### src/serial_port_pkg.sv
// constants for the dual serial register port
package serial_port_pkg;
  localparam int unsigned CLK_HZ = 40000000;
  localparam logic [5:0] TARGET_ID_HIGH = 6'h2E;
  localparam logic [2:0] BIT_LAST = 3'h7;
  localparam logic [3:0] SPI_DATA_START = 4'h8;
  localparam logic [3:0] SPI_BIT_DIR = 4'h0;
  localparam logic [3:0] SPI_BIT_INC = 4'h1;
  localparam logic [6:0] INDEX_RESET = 7'h00;
  localparam logic [7:0] BYTE_RESET = 8'h00;
  typedef enum logic [2:0] {I2C_IDLE, I2C_ADDR, I2C_ADDR_ACK, I2C_INDEX, I2C_WRITE, I2C_WACK, I2C_READ,
    I2C_RACK} i2c_state_t;
endpackage

### src/edge_sync.sv
// two-flop synchroniser with edge detection
`timescale 1ns/1ps
module edge_sync
(
  input wire logic core_clk,
  input wire logic reset,
  input wire logic pin,
  output logic level,
  output logic rise,
  output logic fall
);
  logic meta_q;
  logic sync_q;
  logic last_q;
  logic meta_d;
  logic sync_d;
  logic last_d;

  always_comb
  begin
    meta_d = pin;
    sync_d = meta_q;
    last_d = sync_q;
  end

  always_ff @(posedge core_clk)
  begin
    if (reset)
    begin
      meta_q <= 1'b1;
      sync_q <= 1'b1;
      last_q <= 1'b1;
    end
    else
    begin
      meta_q <= meta_d;
      sync_q <= sync_d;
      last_q <= last_d;
    end
  end

  assign level = sync_q;
  assign rise = sync_q & ~last_q;
  assign fall = ~sync_q & last_q;
endmodule

### src/dual_serial_register_port.sv
// I2C target and 3/4-wire SPI target sharing pads, giving register access
`timescale 1ns/1ps
module dual_serial_register_port
  import serial_port_pkg::*;
(
  input wire logic core_clk,
  input wire logic reset,
  input wire logic cs_pin,
  input wire logic sclk_pin,
  input wire logic serial_in_pin_in,
  output logic serial_in_pin_out,
  output logic serial_in_pin_oe,
  input wire logic serial_out_pin_in,
  output logic serial_out_pin_out,
  output logic serial_out_pin_oe,
  input wire logic three_wire_select,
  output logic [6:0] reg_index,
  input wire logic [7:0] reg_read_data,
  output logic [7:0] reg_write_data,
  output logic reg_write_strobe,
  output logic reg_read_strobe,
  output logic bus_busy
);
  import serial_port_pkg::*;

  logic cs_lvl, cs_rise, cs_fall;
  logic clk_lvl, clk_rise, clk_fall;
  logic dat_lvl, dat_rise, dat_fall;
  logic sel_lvl;
  logic sel_meta_q, sel_q;

  edge_sync u_cs (.core_clk(core_clk), .reset(reset), .pin(cs_pin), .level(cs_lvl), .rise(cs_rise), .fall(cs_fall));
  edge_sync u_clk (.core_clk(core_clk), .reset(reset), .pin(sclk_pin), .level(clk_lvl), .rise(clk_rise),
    .fall(clk_fall));
  edge_sync u_dat (.core_clk(core_clk), .reset(reset), .pin(serial_in_pin_in), .level(dat_lvl), .rise(dat_rise),
    .fall(dat_fall));

  // strap synchronised for the target id low bit
  always_ff @(posedge core_clk)
  begin
    if (reset)
    begin
      sel_meta_q <= 1'b0;
      sel_q <= 1'b0;
    end
    else
    begin
      sel_meta_q <= serial_out_pin_in;
      sel_q <= sel_meta_q;
    end
  end
  assign sel_lvl = sel_q;

  logic i2c_mode;
  logic bus_open, bus_close;
  assign i2c_mode = cs_lvl;
  assign bus_open = i2c_mode & clk_lvl & dat_fall;
  assign bus_close = i2c_mode & clk_lvl & dat_rise;

  i2c_state_t st_q, st_d;
  logic [7:0] sh_q, sh_d;
  logic [2:0] cnt_q, cnt_d;
  logic [3:0] spi_cnt_q, spi_cnt_d;
  logic first_q, first_d;
  logic dir_q, dir_d;
  logic inc_q, inc_d;
  logic [6:0] idx_q, idx_d;
  logic [7:0] tx_q, tx_d;
  logic sda_low_q, sda_low_d;
  logic so_q, so_d;
  logic so_en_q, so_en_d;
  logic busy_q, busy_d;
  logic [7:0] wdat_q, wdat_d;
  logic wstb_q, wstb_d;
  logic rstb_q, rstb_d;
  logic byte_done_q, byte_done_d;
  logic [7:0] nxt_sh;

  assign nxt_sh = {sh_q[6:0], dat_lvl};

  always_comb
  begin
    st_d = st_q;
    sh_d = sh_q;
    cnt_d = cnt_q;
    spi_cnt_d = spi_cnt_q;
    first_d = first_q;
    dir_d = dir_q;
    inc_d = inc_q;
    idx_d = idx_q;
    tx_d = tx_q;
    sda_low_d = sda_low_q;
    so_d = so_q;
    so_en_d = so_en_q;
    busy_d = busy_q;
    wdat_d = wdat_q;
    wstb_d = 1'b0;
    rstb_d = 1'b0;
    byte_done_d = byte_done_q;
    if (i2c_mode)
    begin
      so_en_d = 1'b0;
      spi_cnt_d = 4'h0;
      if (bus_open)
      begin
        // start or repeated start
        st_d = I2C_ADDR;
        cnt_d = 3'h0;
        byte_done_d = 1'b0;
        sda_low_d = 1'b0;
        busy_d = 1'b1;
      end
      else if (bus_close)
      begin
        st_d = I2C_IDLE;
        sda_low_d = 1'b0;
        busy_d = 1'b0;
      end
      else if (clk_rise)
      begin
        unique case (st_q)
          I2C_ADDR, I2C_INDEX, I2C_WRITE:
          begin
            sh_d = nxt_sh;
            cnt_d = cnt_q + 3'h1;
            // eighth bit in: the next fall completes the byte
            byte_done_d = (cnt_q == BIT_LAST);
          end
          I2C_RACK:
          begin
            // controller ack keeps reading, nack ends
            if (dat_lvl)
              st_d = I2C_IDLE;
          end
          default:
          begin
          end
        endcase
      end
      else if (clk_fall)
      begin
        byte_done_d = 1'b0;
        unique case (st_q)
          I2C_IDLE:
          begin
          end
          I2C_ADDR:
          begin
            if (byte_done_q)
            begin
              if (sh_q[7:1] == {TARGET_ID_HIGH, sel_lvl})
              begin
                dir_d = sh_q[0];
                sda_low_d = 1'b1;
                st_d = I2C_ADDR_ACK;
              end
              else
                st_d = I2C_IDLE;
            end
          end
          I2C_ADDR_ACK:
          begin
            if (dir_q)
            begin
              rstb_d = 1'b1;
              tx_d = reg_read_data;
              sda_low_d = ~reg_read_data[7];
              cnt_d = 3'h1;
              st_d = I2C_READ;
            end
            else
            begin
              sda_low_d = 1'b0;
              cnt_d = 3'h0;
              st_d = I2C_INDEX;
            end
          end
          I2C_INDEX:
          begin
            if (byte_done_q)
            begin
              idx_d = sh_q[6:0];
              inc_d = sh_q[7];
              sda_low_d = 1'b1;
              st_d = I2C_WACK;
            end
          end
          I2C_WRITE:
          begin
            if (byte_done_q)
            begin
              wdat_d = sh_q;
              wstb_d = 1'b1;
              sda_low_d = 1'b1;
              st_d = I2C_WACK;
            end
          end
          I2C_WACK:
          begin
            sda_low_d = 1'b0;
            cnt_d = 3'h0;
            st_d = I2C_WRITE;
            if (first_q && inc_q)
              idx_d = idx_q + 7'h01;
            first_d = 1'b1;
          end
          I2C_READ:
          begin
            if (cnt_q == 3'h0)
            begin
              sda_low_d = 1'b0;
              if (inc_q)
                idx_d = idx_q + 7'h01;
              st_d = I2C_RACK;
            end
            else
            begin
              sda_low_d = ~tx_q[BIT_LAST - cnt_q];
              cnt_d = cnt_q + 3'h1;
            end
          end
          I2C_RACK:
          begin
            rstb_d = 1'b1;
            tx_d = reg_read_data;
            sda_low_d = ~reg_read_data[7];
            cnt_d = 3'h1;
            st_d = I2C_READ;
          end
        endcase
      end
      if (bus_open && st_q == I2C_IDLE)
        first_d = 1'b0;
    end
    else
    begin
      // SPI: chip select low
      st_d = I2C_IDLE;
      sda_low_d = 1'b0;
      busy_d = ~cs_lvl;
      if (cs_fall)
      begin
        spi_cnt_d = 4'h0;
        first_d = 1'b0;
        so_en_d = 1'b0;
      end
      else if (clk_rise)
      begin
        sh_d = nxt_sh;
        if (spi_cnt_q == SPI_BIT_DIR)
          dir_d = dat_lvl;
        if (spi_cnt_q == SPI_BIT_INC)
          inc_d = dat_lvl;
        if (spi_cnt_q == SPI_DATA_START - 4'h1)
        begin
          idx_d = {1'b0, nxt_sh[5:0]};
        end
        if (spi_cnt_q == 4'hF)
        begin
          // block complete: whole byte only, so partial writes never land
          if (!dir_q)
          begin
            wdat_d = nxt_sh;
            wstb_d = 1'b1;
          end
          if (inc_q && dir_q)
            idx_d = idx_q + 7'h01;
          spi_cnt_d = SPI_DATA_START;
          first_d = 1'b1;
        end
        else
          spi_cnt_d = spi_cnt_q + 4'h1;
      end
      else if (clk_fall && spi_cnt_q >= SPI_DATA_START && dir_q)
      begin
        // each byte loads once the index has settled
        if (spi_cnt_q == SPI_DATA_START)
        begin
          rstb_d = 1'b1;
          tx_d = reg_read_data;
          so_d = reg_read_data[7];
        end
        else
          so_d = tx_q[BIT_LAST - spi_cnt_q[2:0]];
        so_en_d = 1'b1;
      end
      // write index steps after its strobe, so each byte lands where addressed
      if (wstb_q && inc_q)
        idx_d = idx_q + 7'h01;
    end
    if (cs_rise)
    begin
      spi_cnt_d = 4'h0;
      so_en_d = 1'b0;
      st_d = I2C_IDLE;
      busy_d = 1'b0;
    end
  end

  always_ff @(posedge core_clk)
  begin
    if (reset)
    begin
      st_q <= I2C_IDLE;
      sh_q <= BYTE_RESET;
      cnt_q <= 3'h0;
      spi_cnt_q <= 4'h0;
      first_q <= 1'b0;
      dir_q <= 1'b0;
      inc_q <= 1'b0;
      idx_q <= INDEX_RESET;
      tx_q <= BYTE_RESET;
      sda_low_q <= 1'b0;
      so_q <= 1'b0;
      so_en_q <= 1'b0;
      busy_q <= 1'b0;
      wdat_q <= BYTE_RESET;
      wstb_q <= 1'b0;
      rstb_q <= 1'b0;
      byte_done_q <= 1'b0;
    end
    else
    begin
      st_q <= st_d;
      sh_q <= sh_d;
      cnt_q <= cnt_d;
      spi_cnt_q <= spi_cnt_d;
      first_q <= first_d;
      dir_q <= dir_d;
      inc_q <= inc_d;
      idx_q <= idx_d;
      tx_q <= tx_d;
      sda_low_q <= sda_low_d;
      so_q <= so_d;
      so_en_q <= so_en_d;
      busy_q <= busy_d;
      wdat_q <= wdat_d;
      wstb_q <= wstb_d;
      rstb_q <= rstb_d;
      byte_done_q <= byte_done_d;
    end
  end

  // open-drain in I2C; three wire read drives the shared pin
  assign serial_in_pin_out = i2c_mode ? 1'b0 : so_q;
  assign serial_in_pin_oe = i2c_mode ? sda_low_q : (so_en_q & three_wire_select & ~cs_lvl);
  assign serial_out_pin_out = so_q;
  assign serial_out_pin_oe = so_en_q & ~three_wire_select & ~cs_lvl;
  assign reg_index = idx_q;
  assign reg_write_data = wdat_q;
  assign reg_write_strobe = wstb_q;
  assign reg_read_strobe = rstb_q;
  assign bus_busy = busy_q;
endmodule

### config.mk
export PLATFORM = sky130hd
export DESIGN_NAME = dual_serial_register_port
export DESIGN_NICKNAME = d
export VERILOG_FILES = /design/src/serial_port_pkg.sv /design/src/edge_sync.sv /design/src/dual_serial_register_port.sv
export SDC_FILE = /design/constraint.sdc
export NUM_CORES = 1
export LEC_CHECK = 0
export BUFFER_PORTS_ARGS = -buffer_cell sky130_fd_sc_hd__buf_2
export CAP_MARGIN = 20
export CORE_MARGIN = 3
export CORE_UTILIZATION = 50
export DETAILED_ROUTE_END_ITERATION = 8
export GPL_TIMING_DRIVEN = 0
export PLACE_DENSITY = 0.8
export SETUP_SLACK_MARGIN = 0.1
export SLEW_MARGIN = 20
export SYNTH_ARGS = -nofsm -noshare
export SYNTH_HDL_FRONTEND = slang
export SYNTH_SLANG_ARGS = --single-unit
### constraint.sdc
create_clock -name core_clk -period 2.9 [get_ports core_clk]
set_clock_uncertainty 0.1 [all_clocks]
set_input_delay 0.145 -clock core_clk [delete_from_list [all_inputs] [get_ports core_clk]]
set_output_delay 0.145 -clock core_clk [all_outputs]
set_load 0.005 [all_outputs]
# After elaboration in Yosys (flattened, before gate mapping)

Index checks and enable logic that the tools add are counted.

Mux-type cells: 140
Reduce and logical (&&, ||, !) cells: 51
Add/subtract/negate cells: 5
Bitwise operators: 24
Eq/ne operators: 52
Order comparisons: 3

Operators by type and width:

| operator                                              | count |
|---|---|
| two-way mux 8 bit                                     | 28 |
| two-way mux 7 bit                                     | 15 |
| two-way mux 1 bit                                     | 73 |
| two-way mux 3 bit                                     | 14 |
| inequality test 3 bit, second input constant          | 14 |
| AND reduction 10 bit                                  | 3 |
| nonzero test 4 bit                                    | 6 |
| case mux 7 bit (3 select lines)                       | 1 |
| AND reduction 7 bit                                   | 3 |
| case mux 3 bit (6 select lines)                       | 1 |
| AND reduction 6 bit                                   | 3 |
| inequality test 2 bit, second input constant          | 8 |
| case mux 8 bit (2 select lines)                       | 1 |
| nonzero test 2 bit                                    | 8 |
| equality test 3 bit, second input constant            | 5 |
| inequality test 2 x 1 -> 1 bit, second input constant | 7 |
| AND 1 bit                                             | 13 |
| case mux 3 bit (4 select lines)                       | 1 |
| nonzero test 3 bit                                    | 4 |
| nonzero test 6 bit                                    | 2 |
| inverter 1 bit                                        | 11 |
| AND reduction 11 bit                                  | 1 |
| inequality test 5 bit, second input constant          | 2 |
| inequality test 3 x 1 -> 1 bit, second input constant | 3 |
| other kinds (31)                                      | 48 |

Bits in registers: 62
Output and inout port bits: 22
Word-level logic and storage cells: 304

# Depth between registers and ports, before layout

Gate-level depths: netlist of run 1.

Depth after elaboration: 9
Mapped depth: 9

# Hierarchy

Synthesis of run 1 repeated with hierarchy kept, for this count alone.

Cells, all modules: 439
Area total of the unflattened synthesis: 3689.8 um^2

By module, submodules not included:

| module                    | area each (um^2) | cells each | instances | sequential area each (um^2) |
|---|---|---|---|---|
| dual_serial_register_port | 3412.0           | 415        | 1         | 1061.0 |
| edge_sync                 | 92.6             | 8          | 3         | 60.1 |

# Worst setup path before layout of run 1

No wires, ideal clock.

Kind: reg-to-reg
From: reg u_clk.sync_q (netlist: u_clk.level)
To: reg cnt_q[1]
Path slack: 0.761 ns
Required time: 2.729 ns
Period minus slack after synthesis: 2.139 ns
Arrival: 1.969 ns
Cell stages (with the launch flop): 9
Setup time: 0.071 ns
Cells stage by stage: dfxtp_1 > buf_2 > inv_1 > ha_1 > a21boi_0 > o22ai_1 > nand2_1 > or4_1 > a21oi_1

Cells in the longest elaborated chain, start to end: 4
Elaborated cells on any way between the ends: 15
Classes of those cells: eq/ne (3); mux (3); bitwise (6); reduce/logical (3)

RTL lines:

| item                                                                      | RTL line                                                         | source |
|---|---|---|
| start, declared                                                           | edge_sync.sv:13                                                  | `logic sync_q;` |
| start signal, assigned                                                    | edge_sync.sv:37                                                  | `sync_q <= sync_d;` |
| AND 1 bit (tied with other cells)                                         | dual_serial_register_port.sv:57, dual_serial_register_port.sv:58 |  |
| AND 1 bit (tied with other cells)                                         | dual_serial_register_port.sv:57                                  | `assign bus_open = i2c_mode & clk_lvl & dat_fall;` |
| inequality test 4 bit (no source line) (tied with other cells)            | n/a                                                              |  |
| AND reduction 6 bit (no source line) or two-way mux 3 bit (tied branches) | n/a                                                              |  |
| end signal, assigned                                                      | dual_serial_register_port.sv:326                                 | `cnt_q <= cnt_d;` |
| end, declared                                                             | dual_serial_register_port.sv:62                                  | `logic [2:0] cnt_q, cnt_d;` |

Parallel ways exist; a longest one is shown, timed or not. The select of a mux whose other input is x is not followed.
A chain may end at the register's enable or synchronous reset.

# Final worst setup path of run 1

From: reg spi_cnt_q[0]
To: reg idx_q[3] (netlist: reg_index[3])

Cells in the longest elaborated chain, start to end: 8
Elaborated cells on any way between the ends: 9
Classes of those cells: eq/ne (2); mux (7)

RTL lines:

| item                         | RTL line                         | source |
|---|---|---|
| start, declared              | dual_serial_register_port.sv:63  | `logic [3:0] spi_cnt_q, spi_cnt_d;` |
| start signal, assigned       | dual_serial_register_port.sv:327 | `spi_cnt_q <= spi_cnt_d;` |
| equality test 4 x 3 -> 1 bit | dual_serial_register_port.sv:254 | `if (spi_cnt_q == SPI_DATA_START - 4'h1)` |
| two-way mux 7 bit            | dual_serial_register_port.sv:254 |  |
| two-way mux 7 bit            | dual_serial_register_port.sv:266 | `if (inc_q && dir_q)` |
| two-way mux 7 bit *          | dual_serial_register_port.sv:258 | `if (spi_cnt_q == 4'hF)` |
| two-way mux 7 bit *          | dual_serial_register_port.sv:247 | `else if (clk_rise)` |
| two-way mux 7 bit *          | dual_serial_register_port.sv:241 | `if (cs_fall)` |
| two-way mux 7 bit *          | dual_serial_register_port.sv:288 | `if (wstb_q && inc_q)` |
| two-way mux 7 bit *          | dual_serial_register_port.sv:100 | `if (i2c_mode)` |
| end signal, assigned         | dual_serial_register_port.sv:331 | `idx_q <= idx_d;` |
| end, declared                | dual_serial_register_port.sv:67  | `logic [6:0] idx_q, idx_d;` |

Every way passes the cells marked *; elsewhere a longest branch is shown, timed or not. The select of a mux whose other input is x is not followed.

==> impl_metrics.tcl, run 1 <==
set metrics [dict create \
    outcome "finished, final reports clean" \
    synth_edf_count 0 \
    grt_use_total_pct 26.49 \
    max_freq_mhz 381.5 \
    synthXorXnorAreaFrac_pct 1.827 \
    cts.sinks 62 \
    final_nets 525 \
    n_antenna_cell 0 \
    post-cts-setup-buffers 0 \
    path_clk_slew_ns 0.08 \
    worst_ep_arrival_time_ns 2.77 \
    powerDensity_nw_per_um2 414.3 \
    postRouteAntennaNets 0 \
    port_buffers 35 \
    post_cts_resized 0 \
    cp_slowest_stage_delay_ns 0.50 \
    first_pass_iters 7 \
    power_leakage_uw 0.001849 \
    period_share_pct 90.39 \
    dpl_cell_area_um2 4066 \
    cpMostUsedCell "o21ai_0" \
    fp.dieW_um 92.80 \
    start_util_pct 51.66 \
    syn-num-nets 468 \
    grt_max_degree 14 \
    synth_fa_ha_area_share_pct 2.989 \
    core_area_um2 7292 \
    synthArstFlopShare_pct 0 \
    synth-main-ff-cell "dfxtp_1" \
    rrSetupSlack_ns 0.28 \
    worstReg2RegEnd "reg_index[3]$_SDFFE_PP0P_" \
    totalWireLength_um 10990 \
    avgSynthCellArea_um2 8.485 \
    htreeDepth 3 \
    yosysTopAreaCell "dfxtp_1" \
    min_path_cells 3 \
    yosys.area_share.simple_pct 23.05 \
    antenna_found_initial 0 \
    hpwl_um 7813 \
    r2r-start "spi_cnt_q[0]$_SDFFE_PP0P_" \
    cp-start-kind "flip-flop" \
    die_h_um 92.80 \
    area_growth_pct 16.31 \
    gr-total-overflow 0 \
    dieArea_um2 8612 \
    top_level_ports 37 \
    setup_viol 0 \
    numCtsBuffers 9 \
    max-cap-violations 0 \
    cp_max_fo 8 \
    hold_violations 0 \
    cp-end-kind "flip-flop" \
    synthesis.area_um2 3767 \
    min_period_ns 2.621 \
    drive_above_1_share_pct 18.58 \
    finalPower_uw 1815 \
    setup_tns_ns 0 \
    crit_path_top_delay_cell "dfxtp_1" \
    gp_congestion 0.9434 \
    crit_family "compound AO/OA/AOI/OAI gates" \
    synth_area_leaders "dfxtp_1 33%, mux2i_1 8.0%, nor2_1 4.7%" \
    grt_pass1_wl_um 18100 \
    hp-start "reg_read_data[7]" \
    wl_per_cell_um 18.17 \
    worstPathRequired_ns 3.05 \
    muxShareOfSynthArea_pct 12.45 \
    drc_errors 0 \
    cp.buffers_inverters 1 \
    min_to "tx_q[7]$_SDFFE_PP0P_" \
    routed-via-count 3663 \
    vias_per_cell 6.055 \
    ys_seq_area_share_pct 32.95 \
    slew_headroom_pct 51.18 \
    min_path_type "primary input to flip-flop" \
    crit_chain "ha_1, clkbuf_1, a41oi_1, o21ai_0, o21ai_0, o21a_1, o221a_1" \
    r2r_cells 7 \
    root_buffer "clkbuf_8" \
    synth_compound_area_share_pct 20.62 \
    ys_ff_latch 62 \
    synth.most_common_cell "dfxtp_1" \
    cts_tree "yes" \
    row_count 31 \
    synth_top_family_by_area "simple AND/OR/NAND/NOR gates" \
    clock_path_buffers 2 \
    clock_latency_ns 0.36 \
    ys_top_cells_by_count "62 x dfxtp_1, 47 x nor2_1, 32 x a21oi_1" \
    tightest_slew_ns 0.7222 \
    synthCells 444 \
    synth.distinct_cells 72 \
    maxSlewViolCount 0 \
    rsz0062_at_grt "no" \
    yosysTopAreaCellShare_pct 32.95 \
    ys.warnings.count 0 \
    peakVddDrop_mv 0.3026 \
    crit_type "flip-flop to flip-flop" \
    final_area_um2 4382 \
    first_global_vias 3569 \
    drtIter0Drc 463 \
]
## routing by layer
metal / track usage [%] / part of all wire, %
met1: 36.55 / 44
met2: 40.73 / 46
met3: 5.930 / 8.5
met4: 9.158 / 1.8
met5: 0 / 0
## what timing repair did
item                                    4_1_cts  5_1_grt
hold buffers                                 11        0
endpoints found under the hold margin        11        0
endpoints found under the setup margin        0        0
## placed cells by master (no fill, tap or decap), types with 7 or more instances in the layout
cell type | synthesis | routed
mux2_2 | 7 | 7
a31oi_1 | 7 | 7
mux2i_1 | 30 | 30
dfxtp_1 | 62 | 62
nand3_1 | 9 | 9
clkbuf_8 | 0 | 9
clkbuf_1 | 12 | 12
nor2b_1 | 8 | 8
nor2_1 | 47 | 47
o21ai_0 | 20 | 20
ha_1 | 9 | 9
buf_2 | 10 | 45
a21oi_1 | 32 | 32
dlygate4sd3_1 | 0 | 11
or2_2 | 7 | 7
inv_1 | 21 | 21
nand2_1 | 29 | 29
## worst min-delay path, stage by stage
cell	delay, ns
buf_2	0.12
mux2i_1	0.08
nor2_1	0.08
## cells by family after synthesis
kind of cell | after synthesis
AND/OR/NAND/NOR | 161
AO/OA/AOI/OAI | 113
flip-flops | 62
buffers and inverters | 51
multiplexers | 41
adder cells (fa/ha/maj) | 9
XOR/XNOR | 7
## power by group
group / leakage [uW] / switching [uW] / internal [uW]
Clock: 0.000106 / 398 / 408
Sequential: 0.000502 / 9.61 / 860
Combinational: 0.00124 / 84.3 / 54.5
Total: 0.00185 / 492 / 1320
## stage by stage
| stage | hold WS (ns) | setup slack, ns | util [%] | std cells |
|---|---|---|---|---|
| 2_1_floorplan | 0.1488 | 0.7605 | - | 444 |
| 3_3_place_gp | 0.2275 | 0.4885 | 55.77 | 578 |
| 3_5_place_dp | 0.2286 | 0.3879 | 55.77 | 578 |
| 4_1_cts | 0.01602 | 0.3722 | 60.09 | 605 |
| 5_1_grt | 0.02901 | 0.1436 | 60.09 | 605 |
| 6_report | 0.01779 | 0.2788 | 60.09 | 605 |
## sequential cells by signal (all words and copies together), names as in the netlist, 3 cells and up
signal          flops
cnt_q               3
sh_q                8
tx_q                8
reg_index           7
reg_write_data      8
spi_cnt_q           4
st_q                3
## area by class of cell
cell class	instances	area, um2
inverters	22	82.58
plain buffers	29	147.6
repair buffers	46	285.3
clock buffers	9	123.9
fillers	664	2910
clock inverters	7	81.33
well taps	99	123.9
multi-input cells	331	2296
flip-flops and latches	62	1241
## worst max path at each step
stage,endpoint,cells after the start,startpoint,slack (ns)
floorplan,cnt_q[1]$_SDFFE_PP0P_,8,u_clk.level$_SDFF_PP1_,0.76
global placement,cnt_q[1]$_SDFFE_PP0P_,8,u_clk.level$_SDFF_PP1_,0.49
detailed placement,reg_index[3]$_SDFFE_PP0P_,7,spi_cnt_q[0]$_SDFFE_PP0P_,0.39
CTS,reg_index[3]$_SDFFE_PP0P_,7,spi_cnt_q[0]$_SDFFE_PP0P_,0.37
global route,cnt_q[1]$_SDFFE_PP0P_,8,u_clk.level$_SDFF_PP1_,0.14
finish,reg_index[3]$_SDFFE_PP0P_,7,spi_cnt_q[0]$_SDFFE_PP0P_,0.28
(Power assumes the default switching activity.)
==> run 2: changes to the inputs <==
- CORE_UTILIZATION: 50 -> 40
- PLACE_DENSITY: 0.8 -> 0.69
==> run 2 against run 1 <==
Final cell count grew 1.5%. Die area up 23%. Routed wire length decreased by 0.11%. Fmax grew 0.30%. Non-clock buffer count stayed put. Critical endpoint is now cnt_q[1]$_SDFFE_PP0P_. Largest cell class unchanged.
==> impl_metrics.tcl, run 2 (synthesis gave the netlist of run 1 again) <==
set metrics [dict create \
    maxSlewViolCount 0 \
    clock_latency_ns 0.35 \
    period_share_pct 90.11 \
    row_count 34 \
    min_path_type "primary input to flip-flop" \
    crit_chain "buf_2, inv_1, ha_1, a21boi_0, o22ai_1, nand2_1, or4_1, a21oi_1" \
    power_leakage_uw 0.001849 \
    vias_per_cell 5.953 \
    postRouteAntennaNets 0 \
    powerDensity_nw_per_um2 412.4 \
    outcome "finished, final reports clean" \
    cts_tree "yes" \
    drtIter0Drc 343 \
    hold_violations 0 \
    cp_slowest_stage_delay_ns 0.57 \
    highest-signal-layer "met4" \
    hpwl_um 7892 \
    multiInputGateArea_um2 2296 \
    port_buffers 35 \
    grt_pass1_wl_um 17630 \
    dieArea_um2 10620 \
    tightest_slew_ns 0.7387 \
    worst_ep_arrival_time_ns 2.79 \
    wl_met1_um 4919 \
    routed-via-count 3655 \
    grt_max_degree 14 \
    die_h_um 103.1 \
    regArea_um2 1241 \
    htreeDepth 3 \
    drc_errors 0 \
    utilization_pct 49.17 \
    slew_headroom_pct 50.13 \
    min_period_ns 2.613 \
    root_buffer "clkbuf_8" \
    area_growth_pct 16.61 \
    cp-start-kind "flip-flop" \
    first_pass_iters 5 \
    first_global_vias 3463 \
    core_area_um2 8934 \
    wl_met3_um 828 \
    cp.buffers_inverters 2 \
    n_antenna_cell 0 \
    fp.dieW_um 103.1 \
    start_util_pct 42.17 \
    setup_tns_ns 0 \
    max_freq_mhz 382.7 \
    startpoint "u_clk.level$_SDFF_PP1_" \
    gp_congestion 0.9603 \
    cp_max_fo 10 \
    met2_length_um 4945 \
    setup_viol 0 \
    peakVddDrop_mv 0.2814 \
    numCtsBuffers 9 \
    max-cap-violations 0 \
    clock_path_buffers 2 \
    crit_type "flip-flop to flip-flop" \
    final.fill_count 872 \
    wl_per_cell_um 17.88 \
    cp-end-kind "flip-flop" \
    gr-total-overflow 0 \
    final_nets 525 \
    final_common_cell "dfxtp_1" \
    top_level_ports 37 \
    path_clk_slew_ns 0.07 \
    hp-start "reg_read_data[7]" \
    rsz0062_at_grt "no" \
    totalWireLength_um 10980 \
    antenna_found_initial 0 \
    drive_above_1_share_pct 18.58 \
    grt_use_total_pct 21.36 \
    final_cell_mix "62 x dfxtp_1, 47 x nor2_1, 45 x buf_2" \
    crit_path_top_delay_cell "or4_1" \
    post_cts_resized 0 \
    worstPathRequired_ns 3.07 \
    r2r-start "u_clk.level$_SDFF_PP1_" \
    crit_family "simple AND/OR/NAND/NOR gates" \
    cts.sinks 62 \
]
run 2: cell types whose count changed in the layout (fill, tap and decap cells not counted), sizes merged:
| cell | previous run | this run |
|---|---|---|
| inv | 23 | 24 |
| clkinv | 5 | 4 |
run 2: worst paths after layout:
kind	endpoint	slack (ns)	depth (start not counted)
worst max register to register	cnt_q[1]$_SDFFE_PP0P_	0.29	8
worst min register to register	u_cs.level$_SDFF_PP1_	0.31	1
worst min-delay path	tx_q[7]$_SDFFE_PP0P_	0.01	3
worst max-delay path	cnt_q[1]$_SDFFE_PP0P_	0.29	8
run 2: worst min-delay path, cell delays in order:
cell and delay, ns:
buf_2 0.12, mux2i_1 0.07, nor2_1 0.08
run 2: where the power goes:
part           internal (uW)  leakage, uW  total, uW  switching [uW]
clock                    410     0.000106        804             394
combinational           54.6      0.00124        138            83.4
sequential               860     0.000502        870            9.75
run 2: final cells by class:
| class | instances | area share [%] |
|---|---|---|
| Clock inverter | 7 | 1.851 |
| Buffer | 29 | 3.361 |
| Timing Repair Buffer | 46 | 6.494 |
| Clock buffer | 9 | 2.820 |
| Multi-Input combinational cell | 331 | 52.26 |
| Sequential cell | 62 | 28.25 |
| Inverter | 22 | 1.880 |
| Tap cell | 108 | 3.076 |
run 2: metrics by stage:
stage                     hold WS (ns)  instance area, um2  setup slack, ns  std cells  power [uW]
final                         0.009727                4393           0.2867        614        1812
after global routing           0.06028                4393           0.1653        614        1876
after CTS                     0.001202                4393           0.3607        614        1823
after detailed placement        0.2286                4078           0.3640        587        1013
after global placement          0.2292                4078           0.4414        587        1012
after floorplan                 0.1488                3767           0.7605        444       968.0
run 2: what timing repair did:
action	CTS	global route
setup buffers	0	0
hold endpoints to repair	11	0
hold buffers	11	0
run 2: per-layer routing:
layer	GRT usage [%]	vias to the layer above
li1	-	1744
met1	29.27	1715
met2	33.20	162
met3	4.601	34
met4	7.570	0
met5	0	-
==> run 3: changes to the inputs <==
- PLACE_DENSITY: 0.69 -> unset
- PLACE_DENSITY_LB_ADDON: unset -> 0.05
- SKIP_CTS_REPAIR_TIMING: unset -> 1
==> run 3 against run 2 <==
Clock power is 7.1% higher. Sequential share of layout area is 0.056 points lower. Via count is 1.2% lower. Fmax is 2.9% higher. Utilization is 0.098 points higher. Critical endpoint is now reg_index[2]$_SDFFE_PP0P_. Largest cell class unchanged.
==> impl_metrics.tcl, run 3 (synthesis gave the netlist of run 1 again) <==
set metrics [dict create \
    crit_type "flip-flop to flip-flop" \
    setup_viol 0 \
    fin_ws_ns 0.3608 \
    worstPathRequired_ns 3.01 \
    utilization_pct 49.27 \
    power_leakage_uw 0.001849 \
    top_level_ports 37 \
    postRouteAntennaNets 0 \
    grt_use_total_pct 22.29 \
    cts.sinks 62 \
    cp-start-kind "flip-flop" \
    worst_ep_arrival_time_ns 2.65 \
    start_util_pct 42.17 \
    root_buffer "clkbuf_8" \
    placed_cells 587 \
    fp.dieW_um 103.1 \
    path_clk_slew_ns 0.08 \
    crit_end "reg_index[2]$_SDFFE_PP0P_" \
    crit_chain "ha_1, clkbuf_1, a41oi_1, nor2_1, nor2_1, o311ai_1, a221oi_2" \
    crit_path_top_delay_cell "dfxtp_1" \
    final_cells 614 \
    rrSetupSlack_ns 0.36 \
    n_antenna_cell 0 \
    min_path_type "primary input to flip-flop" \
    drc_errors 0 \
    dieArea_um2 10620 \
    final.fill_count 889 \
    final_common_cell "dfxtp_1" \
    vias_per_cell 5.883 \
    r2r-start "spi_cnt_q[0]$_SDFFE_PP0P_" \
    worstReg2RegEnd "reg_index[2]$_SDFFE_PP0P_" \
    tightest_slew_ns 0.7374 \
    min_period_ns 2.539 \
    outcome "finished, final reports clean" \
    die_h_um 103.1 \
    port_buffers 35 \
    cpMostUsedCell "nor2_1" \
    cts_tree "yes" \
    dpl_cell_area_um2 4078 \
    totalWireLength_um 11140 \
    wl_per_cell_um 18.14 \
    numCtsBuffers 9 \
    cp.buffers_inverters 1 \
    cp_max_fo 8 \
    antenna_found_initial 0 \
    cp_num_cells 7 \
    cp_slowest_stage_delay_ns 0.50 \
    p_comb_share_pct 7.4 \
    pwr-share-clk_pct 46.1 \
    gr-total-overflow 0 \
    gp_congestion 0.9085 \
    drive_above_1_share_pct 18.38 \
    slew_headroom_pct 50.15 \
    switchingPower_uw 471.7 \
    htreeDepth 3 \
    hold_violations 0 \
    peakVddDrop_mv 0.2797 \
    grt_pass1_wl_um 18200 \
    p_seq_share_pct 46.5 \
    setup_tns_ns 0 \
    rsz0062_at_grt "no" \
    r2r_cells 7 \
    final_cell_mix "62 x dfxtp_1, 47 x nor2_1, 45 x buf_2" \
    first_pass_iters 6 \
    max-cap-violations 0 \
    max_freq_mhz 393.8 \
    hpwl_um 7959 \
    period_share_pct 87.56 \
    grt_max_degree 12 \
    crit_family "compound AO/OA/AOI/OAI gates" \
    core_area_um2 8934 \
    cp-end-kind "flip-flop" \
    preCtsSetupSlack_ns 0.4078 \
    area_growth_pct 16.84 \
    clock_path_buffers 2 \
    final_nets 525 \
    row_count 34 \
    switching_share_pct 25.23 \
    final_area_um2 4402 \
    powerDensity_nw_per_um2 424.7 \
    startpoint "spi_cnt_q[0]$_SDFFE_PP0P_" \
    internal_power_uw 1398 \
    first_global_vias 3400 \
    routed-via-count 3612 \
    maxSlewViolCount 0 \
    drtIter0Drc 250 \
    clock_latency_ns 0.35 \
]
==> run 3: per-stage QoR <==
| stage | hold WS [ns] | total power, uW |
|---|---|---|
| CTS | -0.1446 | 1878 |
| global route | 0.05492 | 1930 |
| floorplan | 0.1488 | 968.0 |
| detailed placement | 0.2286 | 1014 |
| global placement | 0.2288 | 1013 |
| finish | 0.01484 | 1869 |
==> run 3: area by class of cell <==
cell class	count	area [um2]	area share [%]
sequential	62	1241	28.20
tap	108	135.1	3.070
buffer	29	147.6	3.354
timing repair buffer	46	285.3	6.481
multi-input combinational	331	2296	52.16
inverter	22	82.58	1.876
clock inverter	6	86.33	1.961
clock buffer	10	127.6	2.899
==> run 3: worst min-delay path, cell delays in order <==
cell and delay [ns]:
buf_2 0.13, mux2i_1 0.08, nor2_1 0.07
==> run 3: how the worst min path moves through the flow <==
stage | start | endpoint | cells past startpoint
3_3_place_gp | cs_pin | u_cs.meta_q$_SDFF_PP1_ | 2
5_1_grt | reg_read_data[7] | tx_q[7]$_SDFFE_PP0P_ | 3
4_1_cts | cs_pin | u_cs.meta_q$_SDFF_PP1_ | 2
6_report | reg_read_data[7] | tx_q[7]$_SDFFE_PP0P_ | 3
2_1_floorplan | sclk_pin | u_clk.meta_q$_SDFF_PP1_ | 1
3_5_place_dp | cs_pin | u_cs.meta_q$_SDFF_PP1_ | 2
==> run 3: layer usage <==
metal | GRT usage [%] | wire, um | vias up
met5 | 0 | 0 | -
li1 | - | - | 1738
met2 | 33.40 | 5040 | 145
met1 | 32.50 | 5234 | 1711
met3 | 3.992 | 709 | 18
met4 | 6.873 | 157 | 0
==> run 3: power by group through the flow <==
stage | Sequential, uW | Combinational, uW | Clock (uW)
after floorplan | 887 | 81.3 | 0
final | 870 | 138 | 861
after global placement | 889 | 124 | 0
after global routing | 871 | 150 | 909
after detailed placement | 890 | 124 | 0
after CTS | 869 | 124 | 884
